==> src/sic_pkg.sv <==
// package for the standard interrupt channel controller
// assumes an avalon-mm slave with byte-wide registers at word addresses
package sic_pkg;
  // ==========================================================================
  // register offsets (printed offsets are not all multiples of four, so
  // each is a register index and the byte address is four times it)
  localparam logic [7:0] sic_idx_mask_high   = 8'hf5;
  localparam logic [7:0] sic_idx_mask_low    = 8'hf6;
  localparam logic [7:0] sic_idx_pol_high    = 8'hf7;
  localparam logic [7:0] sic_idx_pol_low     = 8'hf8;
  localparam logic [7:0] sic_idx_pend_high   = 8'hf9;
  localparam logic [7:0] sic_idx_pend_low    = 8'hfa;
  localparam logic [7:0] sic_idx_vector      = 8'hfb;
  localparam logic [7:0] sic_idx_prio_high   = 8'hfc;
  localparam logic [7:0] sic_idx_prio_low    = 8'hfd;
  localparam logic [7:0] sic_idx_ovr_high    = 8'hfe;
  localparam logic [7:0] sic_idx_ovr_low     = 8'hff;
  // ==========================================================================
  // reset values
  localparam logic [7:0] sic_rst_zero        = 8'h00;
  localparam logic [7:0] sic_rst_prio_low    = 8'hff;
  localparam logic [1:0] sic_rst_prio_high   = 2'h3;
  localparam logic [2:0] sic_rst_vec_msb     = 3'h0;
  localparam logic [3:0] sic_rst_winner      = 4'hf;
  // ==========================================================================
  // channel layout: 0..7 are e0..h1, 8 is i0
  localparam int         sic_nlines          = 9;
  localparam int         sic_line_i0         = 8;
  localparam logic [2:0] sic_prio_lowest     = 3'h7;
  localparam logic [3:0] sic_no_winner       = 4'hf;
  // vector register fields
  localparam int         sic_vec_msb_pos     = 5;
  localparam int         sic_win_pos         = 1;
endpackage : sic_pkg

==> src/sic_channel_ctrl.sv <==
// standard interrupt channel controller: nine edge lines, mask, polarity,
// pending, priority, overrun and latched arbitration winner
// assumes lines come from pins (synchronised here) and the cpu arbiter
// drives arb_start and ack pulses on clk_sys
`timescale 1ns/100ps
`default_nettype none

module sic_channel_ctrl #(
  parameter int NLINES = sic_pkg::sic_nlines
) (
  input  wire logic              clk_sys,
  input  wire logic              reset,
  input  wire logic [7:0]        avs_address,
  input  wire logic              avs_read,
  input  wire logic              avs_write,
  input  wire logic [31:0]       avs_writedata,
  input  wire logic [3:0]        avs_byteenable,
  output logic      [31:0]       avs_readdata,
  output logic                   avs_waitrequest,
  output logic      [1:0]        avs_response,
  input  wire logic [NLINES-1:0] line_in,
  input  wire logic              arb_start,
  input  wire logic              ack_valid,
  input  wire logic [3:0]        ack_code,
  output logic                   irq_req,
  output logic      [3:0]        winner_code
);

  // ==========================================================================
  // helpers
  // three-bit priority of a line: shared pair bits plus fixed parity bit
  function automatic logic [2:0] sic_line_prio(input logic [7:0] plo,
                                              input logic [1:0] phi,
                                              input int         n);
    logic [1:0] pb;
    // i0 takes its pair bits from priority_high, parity zero like any even line
    pb = (n == sic_pkg::sic_line_i0) ? phi : plo[(n/2)*2 +: 2];
    return {pb, n[0]};
  endfunction : sic_line_prio

  // ==========================================================================
  // state
  // bit 8 of mask, polarity, pending and overrun is i0, bits 7:0 are e0 to h1
  logic [NLINES-1:0] mask, next_mask;
  logic [NLINES-1:0] pol, next_pol;
  logic [NLINES-1:0] pend, next_pend;
  logic [NLINES-1:0] ovr, next_ovr;
  logic [7:0]        prio_lo, next_prio_lo;
  logic [1:0]        prio_hi, next_prio_hi;
  logic [2:0]        vec_msb, next_vec_msb;
  logic [3:0]        win, next_win;
  logic              irq, next_irq;
  logic [31:0]       rdata, next_rdata;
  logic              rdy, next_rdy;
  logic [1:0]        resp, next_resp;
  logic [NLINES-1:0] sync1, sync2, sync3;

  // ==========================================================================
  // line synchroniser: three stages, edge once stages two and three agree
  // (stage one feeds stage two only, to keep metastability contained)
  logic [NLINES-1:0] prev_stable, next_prev_stable;
  logic [NLINES-1:0] rise, fall;

  // three-stage pin capture; only stage two reads stage one
  // sync stages carry no reset: they flush within three clocks of reset
  always_ff @(posedge clk_sys) begin
    sync1 <= line_in;
    sync2 <= sync1;
    sync3 <= sync2;
  end

  // stable level only moves when stages two and three agree
  always_comb begin
    next_prev_stable = prev_stable;
    for (int n = 0; n < NLINES; n++) begin
      if (sync2[n] == sync3[n]) begin
        next_prev_stable[n] = sync3[n];
      end
    end
    rise = next_prev_stable & ~prev_stable;
    fall = ~next_prev_stable & prev_stable;
  end

  // ==========================================================================
  // bus decode
  logic       wr_hit, rd_hit;
  logic [7:0] wbyte;
  logic       wr_pol;

  // request qualifiers, taken only while the ready flop is low
  // only byte lane 0 carries register data; the other lanes are ignored
  always_comb begin
    wr_hit = avs_write && rdy == 1'b0 && avs_byteenable[0];
    rd_hit = avs_read && rdy == 1'b0;
    wbyte  = avs_writedata[7:0];
    wr_pol = wr_hit && (avs_address == sic_pkg::sic_idx_pol_low ||
                        avs_address == sic_pkg::sic_idx_pol_high);
  end

  // ==========================================================================
  // channel state: mask, polarity, pending, overrun, priority
  logic [NLINES-1:0] trig, ackd;

  // next mask, polarity, pending and overrun from writes, edges and acks
  always_comb begin
    next_mask    = mask;
    next_pol     = pol;
    next_prio_lo = prio_lo;
    next_prio_hi = prio_hi;
    next_vec_msb = vec_msb;
    next_pend    = pend;
    next_ovr     = ovr;
    trig         = '0;
    ackd         = '0;
    for (int n = 0; n < NLINES; n++) begin
      trig[n] = pol[n] ? rise[n] : fall[n];
      ackd[n] = ack_valid && (ack_code == 4'(n));
    end
    // an edge during a polarity write is dropped, as the hardware does
    // limitation: such an edge is lost, software must poll the pin if it matters
    if (wr_pol) begin
      trig = '0;
    end
    // software writes
    if (wr_hit) begin
      case (avs_address)
        sic_pkg::sic_idx_mask_high: next_mask[sic_pkg::sic_line_i0] = wbyte[0];
        sic_pkg::sic_idx_mask_low:  next_mask[7:0] = wbyte;
        sic_pkg::sic_idx_pol_high:  next_pol[sic_pkg::sic_line_i0] = wbyte[0];
        sic_pkg::sic_idx_pol_low:   next_pol[7:0] = wbyte;
        sic_pkg::sic_idx_pend_high: next_pend[sic_pkg::sic_line_i0] = wbyte[0];
        sic_pkg::sic_idx_pend_low:  next_pend[7:0] = wbyte;
        sic_pkg::sic_idx_vector:    next_vec_msb = wbyte[7:sic_pkg::sic_vec_msb_pos];
        sic_pkg::sic_idx_prio_high: next_prio_hi = wbyte[1:0];
        sic_pkg::sic_idx_prio_low:  next_prio_lo = wbyte;
        default: begin
        end
      endcase
    end
    for (int n = 0; n < NLINES; n++) begin
      if (ackd[n]) begin
        next_pend[n] = 1'b0;
        next_ovr[n] = 1'b0;
      end
      if (trig[n]) begin
        if (pend[n] && !ackd[n]) begin
          next_ovr[n] = 1'b1;
        end
        // a trigger wins over a simultaneous clear
        next_pend[n] = 1'b1;
      end
    end
  end

  // channel registers; vector msbs get a defined value though hardware leaves them open
  always_ff @(posedge clk_sys) begin
    if (reset) begin
      mask    <= '0;
      pol     <= '0;
      pend    <= '0;
      ovr     <= '0;
      prio_lo <= sic_pkg::sic_rst_prio_low;
      prio_hi <= sic_pkg::sic_rst_prio_high;
      vec_msb <= sic_pkg::sic_rst_vec_msb;
      prev_stable <= '0;
    end else begin
      mask    <= next_mask;
      pol     <= next_pol;
      pend    <= next_pend;
      ovr     <= next_ovr;
      prio_lo <= next_prio_lo;
      prio_hi <= next_prio_hi;
      vec_msb <= next_vec_msb;
      prev_stable <= next_prev_stable;
    end
  end

  // ==========================================================================
  // arbitration: lowest priority value wins, lower line index breaks a tie
  // pair members always differ, but i0 ties any even line whose pair bits equal its own
  logic [3:0] best_code;
  logic [2:0] best_prio;
  logic       any_req;

  // linear scan: cheap at nine lines and keeps tie handling predictable
  // no request leaves the no-winner code, which the cpu reads as idle
  always_comb begin
    best_code = sic_pkg::sic_no_winner;
    best_prio = sic_pkg::sic_prio_lowest;
    any_req   = 1'b0;
    for (int n = 0; n < NLINES; n++) begin
      if (mask[n] && pend[n]) begin
        if (!any_req || sic_line_prio(prio_lo, prio_hi, n) < best_prio) begin
          best_prio = sic_line_prio(prio_lo, prio_hi, n);
          best_code = 4'(n);
        end
        any_req = 1'b1;
      end
    end
    next_irq = any_req;
    next_win = win;
    // latch winner at start only
    // held through the cycle so a later, higher request waits for the next round
    if (arb_start) begin
      next_win = best_code;
    end
  end

  // winner and request registers; winner shows the no-winner code after reset
  always_ff @(posedge clk_sys) begin
    if (reset) begin
      win <= sic_pkg::sic_rst_winner;
      irq <= 1'b0;
    end else begin
      win <= next_win;
      irq <= next_irq;
    end
  end

  // ==========================================================================
  // read path: one wait cycle, then data with waitrequest low
  // ready rises for a single cycle and then drops, so a request still held
  // is taken again two cycles later
  always_comb begin
    next_rdata = rdata;
    next_rdy   = 1'b0;
    next_resp  = 2'h0;
    if ((avs_read || avs_write) && !rdy) begin
      next_rdy = 1'b1;
    end
    if (rd_hit) begin
      // reserved bits always read zero
      next_rdata = '0;
      case (avs_address)
        sic_pkg::sic_idx_mask_high: next_rdata[0] = mask[sic_pkg::sic_line_i0];
        sic_pkg::sic_idx_mask_low:  next_rdata[7:0] = mask[7:0];
        sic_pkg::sic_idx_pol_high:  next_rdata[0] = pol[sic_pkg::sic_line_i0];
        sic_pkg::sic_idx_pol_low:   next_rdata[7:0] = pol[7:0];
        sic_pkg::sic_idx_pend_high: next_rdata[0] = pend[sic_pkg::sic_line_i0];
        sic_pkg::sic_idx_pend_low:  next_rdata[7:0] = pend[7:0];
        sic_pkg::sic_idx_vector:    next_rdata[7:0] = {vec_msb, win, 1'b0};
        sic_pkg::sic_idx_prio_high: next_rdata[1:0] = prio_hi;
        sic_pkg::sic_idx_prio_low:  next_rdata[7:0] = prio_lo;
        sic_pkg::sic_idx_ovr_high:  next_rdata[0] = ovr[sic_pkg::sic_line_i0];
        sic_pkg::sic_idx_ovr_low:   next_rdata[7:0] = ovr[7:0];
        // unmapped index reads zero with a slave-error response
        default: next_resp = 2'h2;
      endcase
    end else if (wr_hit || (avs_write && !rdy)) begin
      if (avs_address < sic_pkg::sic_idx_mask_high) begin
        next_resp = 2'h2;
      end
    end
  end

  // bus answer registers
  always_ff @(posedge clk_sys) begin
    if (reset) begin
      rdata <= '0;
      rdy   <= 1'b0;
      resp  <= 2'h0;
    end else begin
      rdata <= next_rdata;
      rdy   <= next_rdy;
      resp  <= next_resp;
    end
  end

  // outputs straight from flip-flops
  // waitrequest is the inverse of the ready flop, so it idles high
  assign avs_readdata    = rdata;
  assign avs_waitrequest = ~rdy;
  assign avs_response    = resp;
  assign irq_req         = irq;
  assign winner_code     = win;

endmodule : sic_channel_ctrl

`default_nettype wire

==> config.mk <==
export PLATFORM = sky130hd
export DESIGN_NAME = sic_channel_ctrl
export DESIGN_NICKNAME = d
export VERILOG_FILES = /design/src/sic_pkg.sv /design/src/sic_channel_ctrl.sv
export SDC_FILE = /design/constraint.sdc
export NUM_CORES = 1
export LEC_CHECK = 0
export BUFFER_PORTS_ARGS = -buffer_cell sky130_fd_sc_hd__buf_2
export CORE_ASPECT_RATIO = 0.75
export CORE_MARGIN = 8
export CORE_UTILIZATION = 58
export CTS_CLUSTER_DIAMETER = 80
export DETAILED_ROUTE_END_ITERATION = 12
export PLACE_DENSITY = 0.81
export SLEW_MARGIN = 0
export SYNTH_ARGS = -nofsm -noshare
export SYNTH_HDL_FRONTEND = slang
export SYNTH_SLANG_ARGS = --single-unit
export TNS_END_PERCENT = 50
==> constraint.sdc <==
create_clock -name clk_sys -period 7.05 [get_ports clk_sys]
set_clock_uncertainty 0.2 [all_clocks]
set_input_delay 0.705 -clock clk_sys [delete_from_list [all_inputs] [get_ports clk_sys]]
set_output_delay 0.705 -clock clk_sys [all_outputs]
set_load 0.005 [all_outputs]
# After elaboration in Yosys (flattened, before gate mapping)
# Cells that the tools add are included.
totals:
  latchBits: 0
  rom_bits: 0
  ramBits: 0
  out_inout_bits: 40
  reg_bits: 101
  n_memories: 0
classes:
  add_sub_neg: 0
  n_lt_le_gt_ge: 9
  div: 0
  reduce_logical: 98
  n_shift: 0
  bitwise_logic: 5
  n_eq_ne: 28
  mul: 0
  n_mux: 116
op_table:
  columns: ["cell", "count"]
  rows:
  - ["8-bit equality test (second input constant)", 11]
  - ["1-bit two-way mux", 74]
  - ["4-bit two-way mux", 17]
  - ["3-bit nonzero test", 18]
  - ["3-bit two-way mux", 15]
  - ["6-bit one-hot mux with 6 select lines", 1]
  - ["1-bit logical AND", 33]
  - ["2-bit AND reduction", 16]
  - ["3-bit less-than comparator", 8]
  - ["9-bit AND", 2]
  - ["1-bit zero test", 18]
  - ["9-bit two-way mux", 2]
  - ["9-bit NOT", 2]
  - ["4-bit by 3-bit equality test with 1-bit output (second input constant)", 4]
  - ["1-bit logical OR", 11]
  - ["11-bit OR reduction", 1]
  - ["1-bit one-hot mux with 10 select lines", 1]
  - ["1-bit equality test", 9]
  - ["4-bit by 2-bit equality test with 1-bit output (second input constant)", 2]
  - ["8-bit less-than comparator (second input constant)", 1]
  - ["2-bit two-way mux", 4]
  - ["8-bit two-way mux", 1]
  - ["1-bit one-hot mux with 7 select lines", 1]
  - ["4-bit by 1-bit equality test with 1-bit output (second input constant)", 1]
  - ["3 further kinds", 3]

# Logic depth before layout (Yosys ltp)
logic_depth:
  ltp_word: 34
  mapped_depth: 25
  ltp_nobuf: 25

# Worst setup path before layout
# Ideal clock, no wire load.
synth_path:
  kind: "flip-flop to flip-flop"
  start: "register mask[0]"
  end: "register win[3], in the netlist winner_code[3]"
  arrival_time_ps: 4433
  synth_period_minus_slack_ps: 4753
  stages_incl_launch_ff: 25
  required_ps: 6730
  slack_ps: 2297
  cell_sequence: "dfxtp_1 and2_4 maj3_2 a211oi_2 nor4_1 or2_0 maj3_2 o211ai_4 mux2_1 inv_1 ha_1 a31oi_1 nand3_1 nor2_1 a31o_2 o211ai_1 a31oi_1 o21ai_2 nand2_1 mux2i_1 ha_1 nand2_1 a211oi_1 o31a_1 o21bai_2"
synth_via:
  elab_chain_len: 34
  word_cells_on_any_way: 65
synth_rtl:
  columns: ["item", "line", "source"]
  rows:
  - ["start: declaration", "sic_channel_ctrl.sv:44", "logic [NLINES-1:0] mask, next_mask;"]
  - ["start signal: assignment", "sic_channel_ctrl.sv:167", "mask <= next_mask;"]
  - ["1-bit logical AND *", "sic_channel_ctrl.sv:192", "if (mask[n] && pend[n]) begin"]
  - ["3-bit two-way mux or 1-bit two-way mux (tied branches)", "sic_channel_ctrl.sv:192", null]
  - ["3-bit less-than comparator or 1-bit zero test (tied branches)", "sic_channel_ctrl.sv:193", "if (!any_req || sic_line_prio(prio_lo, prio_hi, n) < best_prio) begin"]
  - ["1-bit logical OR", "sic_channel_ctrl.sv:193", null]
  - ["3-bit two-way mux", "sic_channel_ctrl.sv:193", null]
  - ["3-bit two-way mux", "sic_channel_ctrl.sv:192", null]
  - ["3-bit less-than comparator", "sic_channel_ctrl.sv:193", null]
  - ["1-bit logical OR", "sic_channel_ctrl.sv:193", null]
  - ["[... 18 more ...]", null, null]
  - ["3-bit less-than comparator", "sic_channel_ctrl.sv:193", null]
  - ["1-bit logical OR", "sic_channel_ctrl.sv:193", null]
  - ["3-bit two-way mux", "sic_channel_ctrl.sv:193", null]
  - ["3-bit two-way mux", "sic_channel_ctrl.sv:192", null]
  - ["3-bit less-than comparator", "sic_channel_ctrl.sv:193", null]
  - ["1-bit logical OR", "sic_channel_ctrl.sv:193", null]
  - ["4-bit two-way mux", "sic_channel_ctrl.sv:193", null]
  - ["4-bit two-way mux *", "sic_channel_ctrl.sv:192", null]
  - ["end signal: assignment", "sic_channel_ctrl.sv:212", "win <= sic_pkg::sic_rst_winner;"]
  - ["end signal: assignment", "sic_channel_ctrl.sv:215", "win <= next_win;"]
  - ["end: declaration", "sic_channel_ctrl.sv:51", "logic [3:0] win, next_win;"]
# Every way passes the cells marked *; elsewhere a longest branch is shown, timed or not.
# A chain may end at the register's enable or synchronous reset.

# Worst setup path after layout
layout_path:
  start: "register prio_lo[0]"
  end: "register win[3], in the netlist winner_code[3]"
layout_via:
  elab_chain_len: 33
  word_cells_on_any_way: 47
layout_rtl:
  columns: ["item", "line", "source"]
  rows:
  - ["start: declaration", "sic_channel_ctrl.sv:48", "logic [7:0] prio_lo, next_prio_lo;"]
  - ["start signal: assignment", "sic_channel_ctrl.sv:162", "prio_lo <= sic_pkg::sic_rst_prio_low;"]
  - ["start signal: assignment", "sic_channel_ctrl.sv:171", "prio_lo <= next_prio_lo;"]
  - ["3-bit two-way mux", "sic_channel_ctrl.sv:192", null]
  - ["3-bit less-than comparator", "sic_channel_ctrl.sv:193", null]
  - ["1-bit logical OR", "sic_channel_ctrl.sv:193", null]
  - ["3-bit two-way mux", "sic_channel_ctrl.sv:193", null]
  - ["3-bit two-way mux", "sic_channel_ctrl.sv:192", null]
  - ["3-bit less-than comparator", "sic_channel_ctrl.sv:193", null]
  - ["1-bit logical OR", "sic_channel_ctrl.sv:193", null]
  - ["3-bit two-way mux", "sic_channel_ctrl.sv:193", null]
  - ["[... 17 more ...]", null, null]
  - ["3-bit less-than comparator", "sic_channel_ctrl.sv:193", null]
  - ["1-bit logical OR", "sic_channel_ctrl.sv:193", null]
  - ["3-bit two-way mux", "sic_channel_ctrl.sv:193", null]
  - ["3-bit two-way mux", "sic_channel_ctrl.sv:192", null]
  - ["3-bit less-than comparator", "sic_channel_ctrl.sv:193", null]
  - ["1-bit logical OR", "sic_channel_ctrl.sv:193", null]
  - ["4-bit two-way mux", "sic_channel_ctrl.sv:193", null]
  - ["4-bit two-way mux *", "sic_channel_ctrl.sv:192", null]
# Marks and branches as above.

==> summary.txt <==
Outcome
  – Status: complete, no violations

Global routing
  – Initial antenna violation count: 0
  – Vias in the first global route: 3,857
  – GRT overflow: 0
  – GRT Total Usage: a little over a fifth
  – Largest net degree at the start of global routing: 73
  – First-pass GRT wire length: between 15 and 20 mm

Placement
  – DP Area: approximately 5000 µm²
  – I/O Buffers: 50
  – Routability Congestion: around 0.88
  – Dpl hpwl: between 8 and 9 mm

Cells and area
  – Fillers: 669
  – Final nets: 636
  – Commonest non-fill, non-tap cell in the layout: dfxtp_1
  – Post-layout instance area: between 5000 and 6000 µm²
  – Commonest cells after routing, fill and taps aside: dfxtp_1 (100), nor2_1 (62), buf_2 (50)
  – Register area: around 2000 µm²
  – Area grow syn2layout: 9.89%
  – ANT cells: 0
  – Share of cells above drive strength 1: between 10% and 20%
  – Area taken by multi-input logic gates: 2500 µm²

Yosys
  – Syn. warnings: 0
  – Number of synthesized flops with an enable pin: 0
  – Mapped Area: roughly 4700 µm²
  – Cells after Synth: approximately 520
  – Top_reg_cell synth: dfxtp_1
  – Synthesized area per cell: roughly 9.0 µm²
  – Async set-reset flop share out of synthesis: 0%
  – Seq cells post-synth: 100
  – Library cells used by synthesis: 62
  – Register area share after synthesis: 42.7%

CTS
  – Clock transition at the registers of the reported paths: ~0.09 ns
  – CTS root buffer: clkbuf_8
  – Setup Buffers After CTS: 0
  – CTS Buffer Depth: 2
  – Sink Count: 100
  – CTS tree: built
  – Clk Latency, worst-skew pair: 0.37 ns
  – Clock buffer count from CTS: 9
  – Hold_buf cts: 0
  – # H-tree levels: 3
  – Post-CTS sizing: 0

Pwr
  – Gate power share: 6.8%
  – Leak pwr: 1.89 nW
  – Clock Power Share: 35.2%
  – Pint: approximately 800 µW
  – P_sw: between 200 and 250 µW
  – PwrDens: between 200 and 250 nW/µm²
  – Register share of total power: 58.0%
  – Sw Ratio: 23.8%
  – Peak supply drop: between 150 and 200 µV

Drt
  – Drt initial violations: between 300 and 400
  – Residual DRC count: 0
  – Final wirelength: 11.9 mm
  – Via-per-instance ratio: 6.13
  – Antenna Nets Post-Route: 0
  – Vias: 4,159
  – DRT Pass-1 Iters: 5
  – Wire per inst: 17.5 µm

STA
  – Final max-slew violation count: 0
  – Total negative setup slack: 0 ns
  – RSZ-0062 raised after global routing: false
  – Worst-margin pin slew: roughly 1.1 ns
  – Crit path time final: about 5.4 ns
  – Setup Viol. Count Final: 0
  – Slew HR: 24.8%
  – Period utilisation layout: approximately three quarters
  – Final Hold Fails: 0
  – Fmax: roughly 0.19 GHz

Worst setup path
  – Critical Path Sink Type: flip-flop
  – WP data arrival: 5.44 ns
  – CP Max Fanout: 5
  – Critical path launch point type: flip-flop
  – WS Path Type: reg -> reg
  – Crit path required time: 7.12 ns

Floorplan
  – I/O pin count: between 100 and 150
  – Die H: between 90 and 100 µm
  – Starting Density: between 50 and 60%
  – # rows: 28
  – Die ar.: 11,200 µm²
  – Chip width: about 120 µm
  – Total core area: 7850 µm²

Flow run
  – Max_cap viols: 0

Worst hold path
  – Worst hold path class: reg -> reg
-- final cells by class --
| type | count | share of cell area [%] |
|---|---|---|
| clock buffer | 12 | 2.82 |
| clock inverter | 4 | 0.948 |
| inverter | 6 | 0.438 |
| multi-input combinational | 396 | 48.6 |
| sequential | 100 | 38.9 |
| tap | 105 | 2.55 |
| timing repair buffer | 56 | 5.74 |
-- state kept, by name (all words and copies together), names as in the netlist --
register      count
avs_readdata      8
avs_response      1
irq_req           1
mask              9
ovr               9
pend              9
pol               9
prev_stable       9
prio_hi           2
prio_lo           8
rdy               1
sync1             9
sync2             9
sync3             9
vec_msb           3
winner_code       4
-- cells in the mapped netlist (5+ instances only) --
cell | instances | area [µm²]
nor3_1 | 16 | 80.1
o211ai_1 | 5 | 37.5
and2_1 | 6 | 37.5
nor2b_1 | 17 | 106
o21ai_0 | 14 | 70.1
a221oi_1 | 10 | 87.6
a211o_1 | 10 | 87.6
nor2_1 | 62 | 233
mux2i_1 | 29 | 290
buf_4 | 25 | 188
a21oi_1 | 35 | 175
nand2_1 | 36 | 135
nand3_1 | 10 | 50.1
nor4b_1 | 5 | 43.8
clkbuf_1 | 14 | 52.6
nor3b_1 | 6 | 45.0
o21ba_2 | 5 | 50.1
a31oi_1 | 8 | 50.1
o32ai_1 | 5 | 43.8
inv_1 | 6 | 22.5
a22oi_1 | 14 | 105
nand2b_1 | 7 | 43.8
dfxtp_1 | 100 | 2000
a311oi_1 | 7 | 61.3
-- power groups by stage --
stage / clock [mW] / sequential [mW] / combinational, mW
5_1_grt: 0.393 / 0.600 / 0.0785
6_report: 0.363 / 0.597 / 0.0705
3_5_place_dp: 0 / 0.610 / 0.0693
2_1_floorplan: 0 / 0.607 / 0.0512
3_3_place_gp: 0 / 0.609 / 0.0673
4_1_cts: 0.369 / 0.597 / 0.0697
-- per-layer routing --
metal / vias up / track usage, % / routed length (µm)
met5: - / 0 / 0
li1: 1979 / - / -
met1: 1988 / 26.4 / 5140
met4: 0 / 3.94 / 84
met2: 183 / 36.0 / 5600
met3: 9 / 6.37 / 1090
-- worst max-delay path: stages, from the launching register on --
cell and delay, ns:
dfxtp_1 0.44, inv_1 0.12, maj3_2 0.34, a211oi_2 0.26
nor4_1 0.12, or2_0 0.22, maj3_2 0.34, o211ai_4 0.26
mux2_1 0.37, inv_1 0.10, ha_1 0.17, a31oi_1 0.06
nand3_1 0.13, nor2_1 0.05, a31o_2 0.25, o211ai_1 0.13
a31oi_1 0.13, o21ai_2 0.23, nand2_1 0.14, mux2i_1 0.15
ha_1 0.32, nand2_1 0.05, a211oi_1 0.38, o31a_1 0.23
o21bai_2 0.06
-- stage by stage --
stage          power (mW)  instances  setup slack, ns  util, %  hold slack (ns)
3_3_place_gp        0.676        663             1.82     63.1            0.110
4_1_cts              1.04        679             1.71     65.6            0.132
2_1_floorplan       0.658        543             2.30        -            0.110
3_5_place_dp        0.680        663             1.76     63.1            0.113
5_1_grt              1.07        679             1.12     65.6            0.129
6_report             1.03        679             1.69     65.6            0.127
-- logic make-up (layout without fill, tap and decap cells) --
| group | after synthesis | count (layout) | share of synthesized area, % |
|---|---|---|---|
| compound gates | 145 | 145 | 22.5 |
| fa+ha+maj | 6 | 6 | 1.55 |
| buf+inv | 47 | 78 | 5.77 |
| flops | 100 | 100 | 42.7 |
| mux | 30 | 30 | 6.44 |
| other cells | 1 | 25 | 0.0801 |
| simple gates | 190 | 190 | 20.9 |
-- worst paths after layout --
check             depth (start not counted)  slack [ns]        from        endpoint
setup / recovery                         24        1.69  prio_lo[0]  winner_code[3]
hold / removal                            0        0.13    sync1[7]        sync2[7]
setup reg to reg                         24        1.69  prio_lo[0]  winner_code[3]
hold reg to reg                           0        0.13    sync1[7]        sync2[7]
Power figures use the tool's default switching activity.
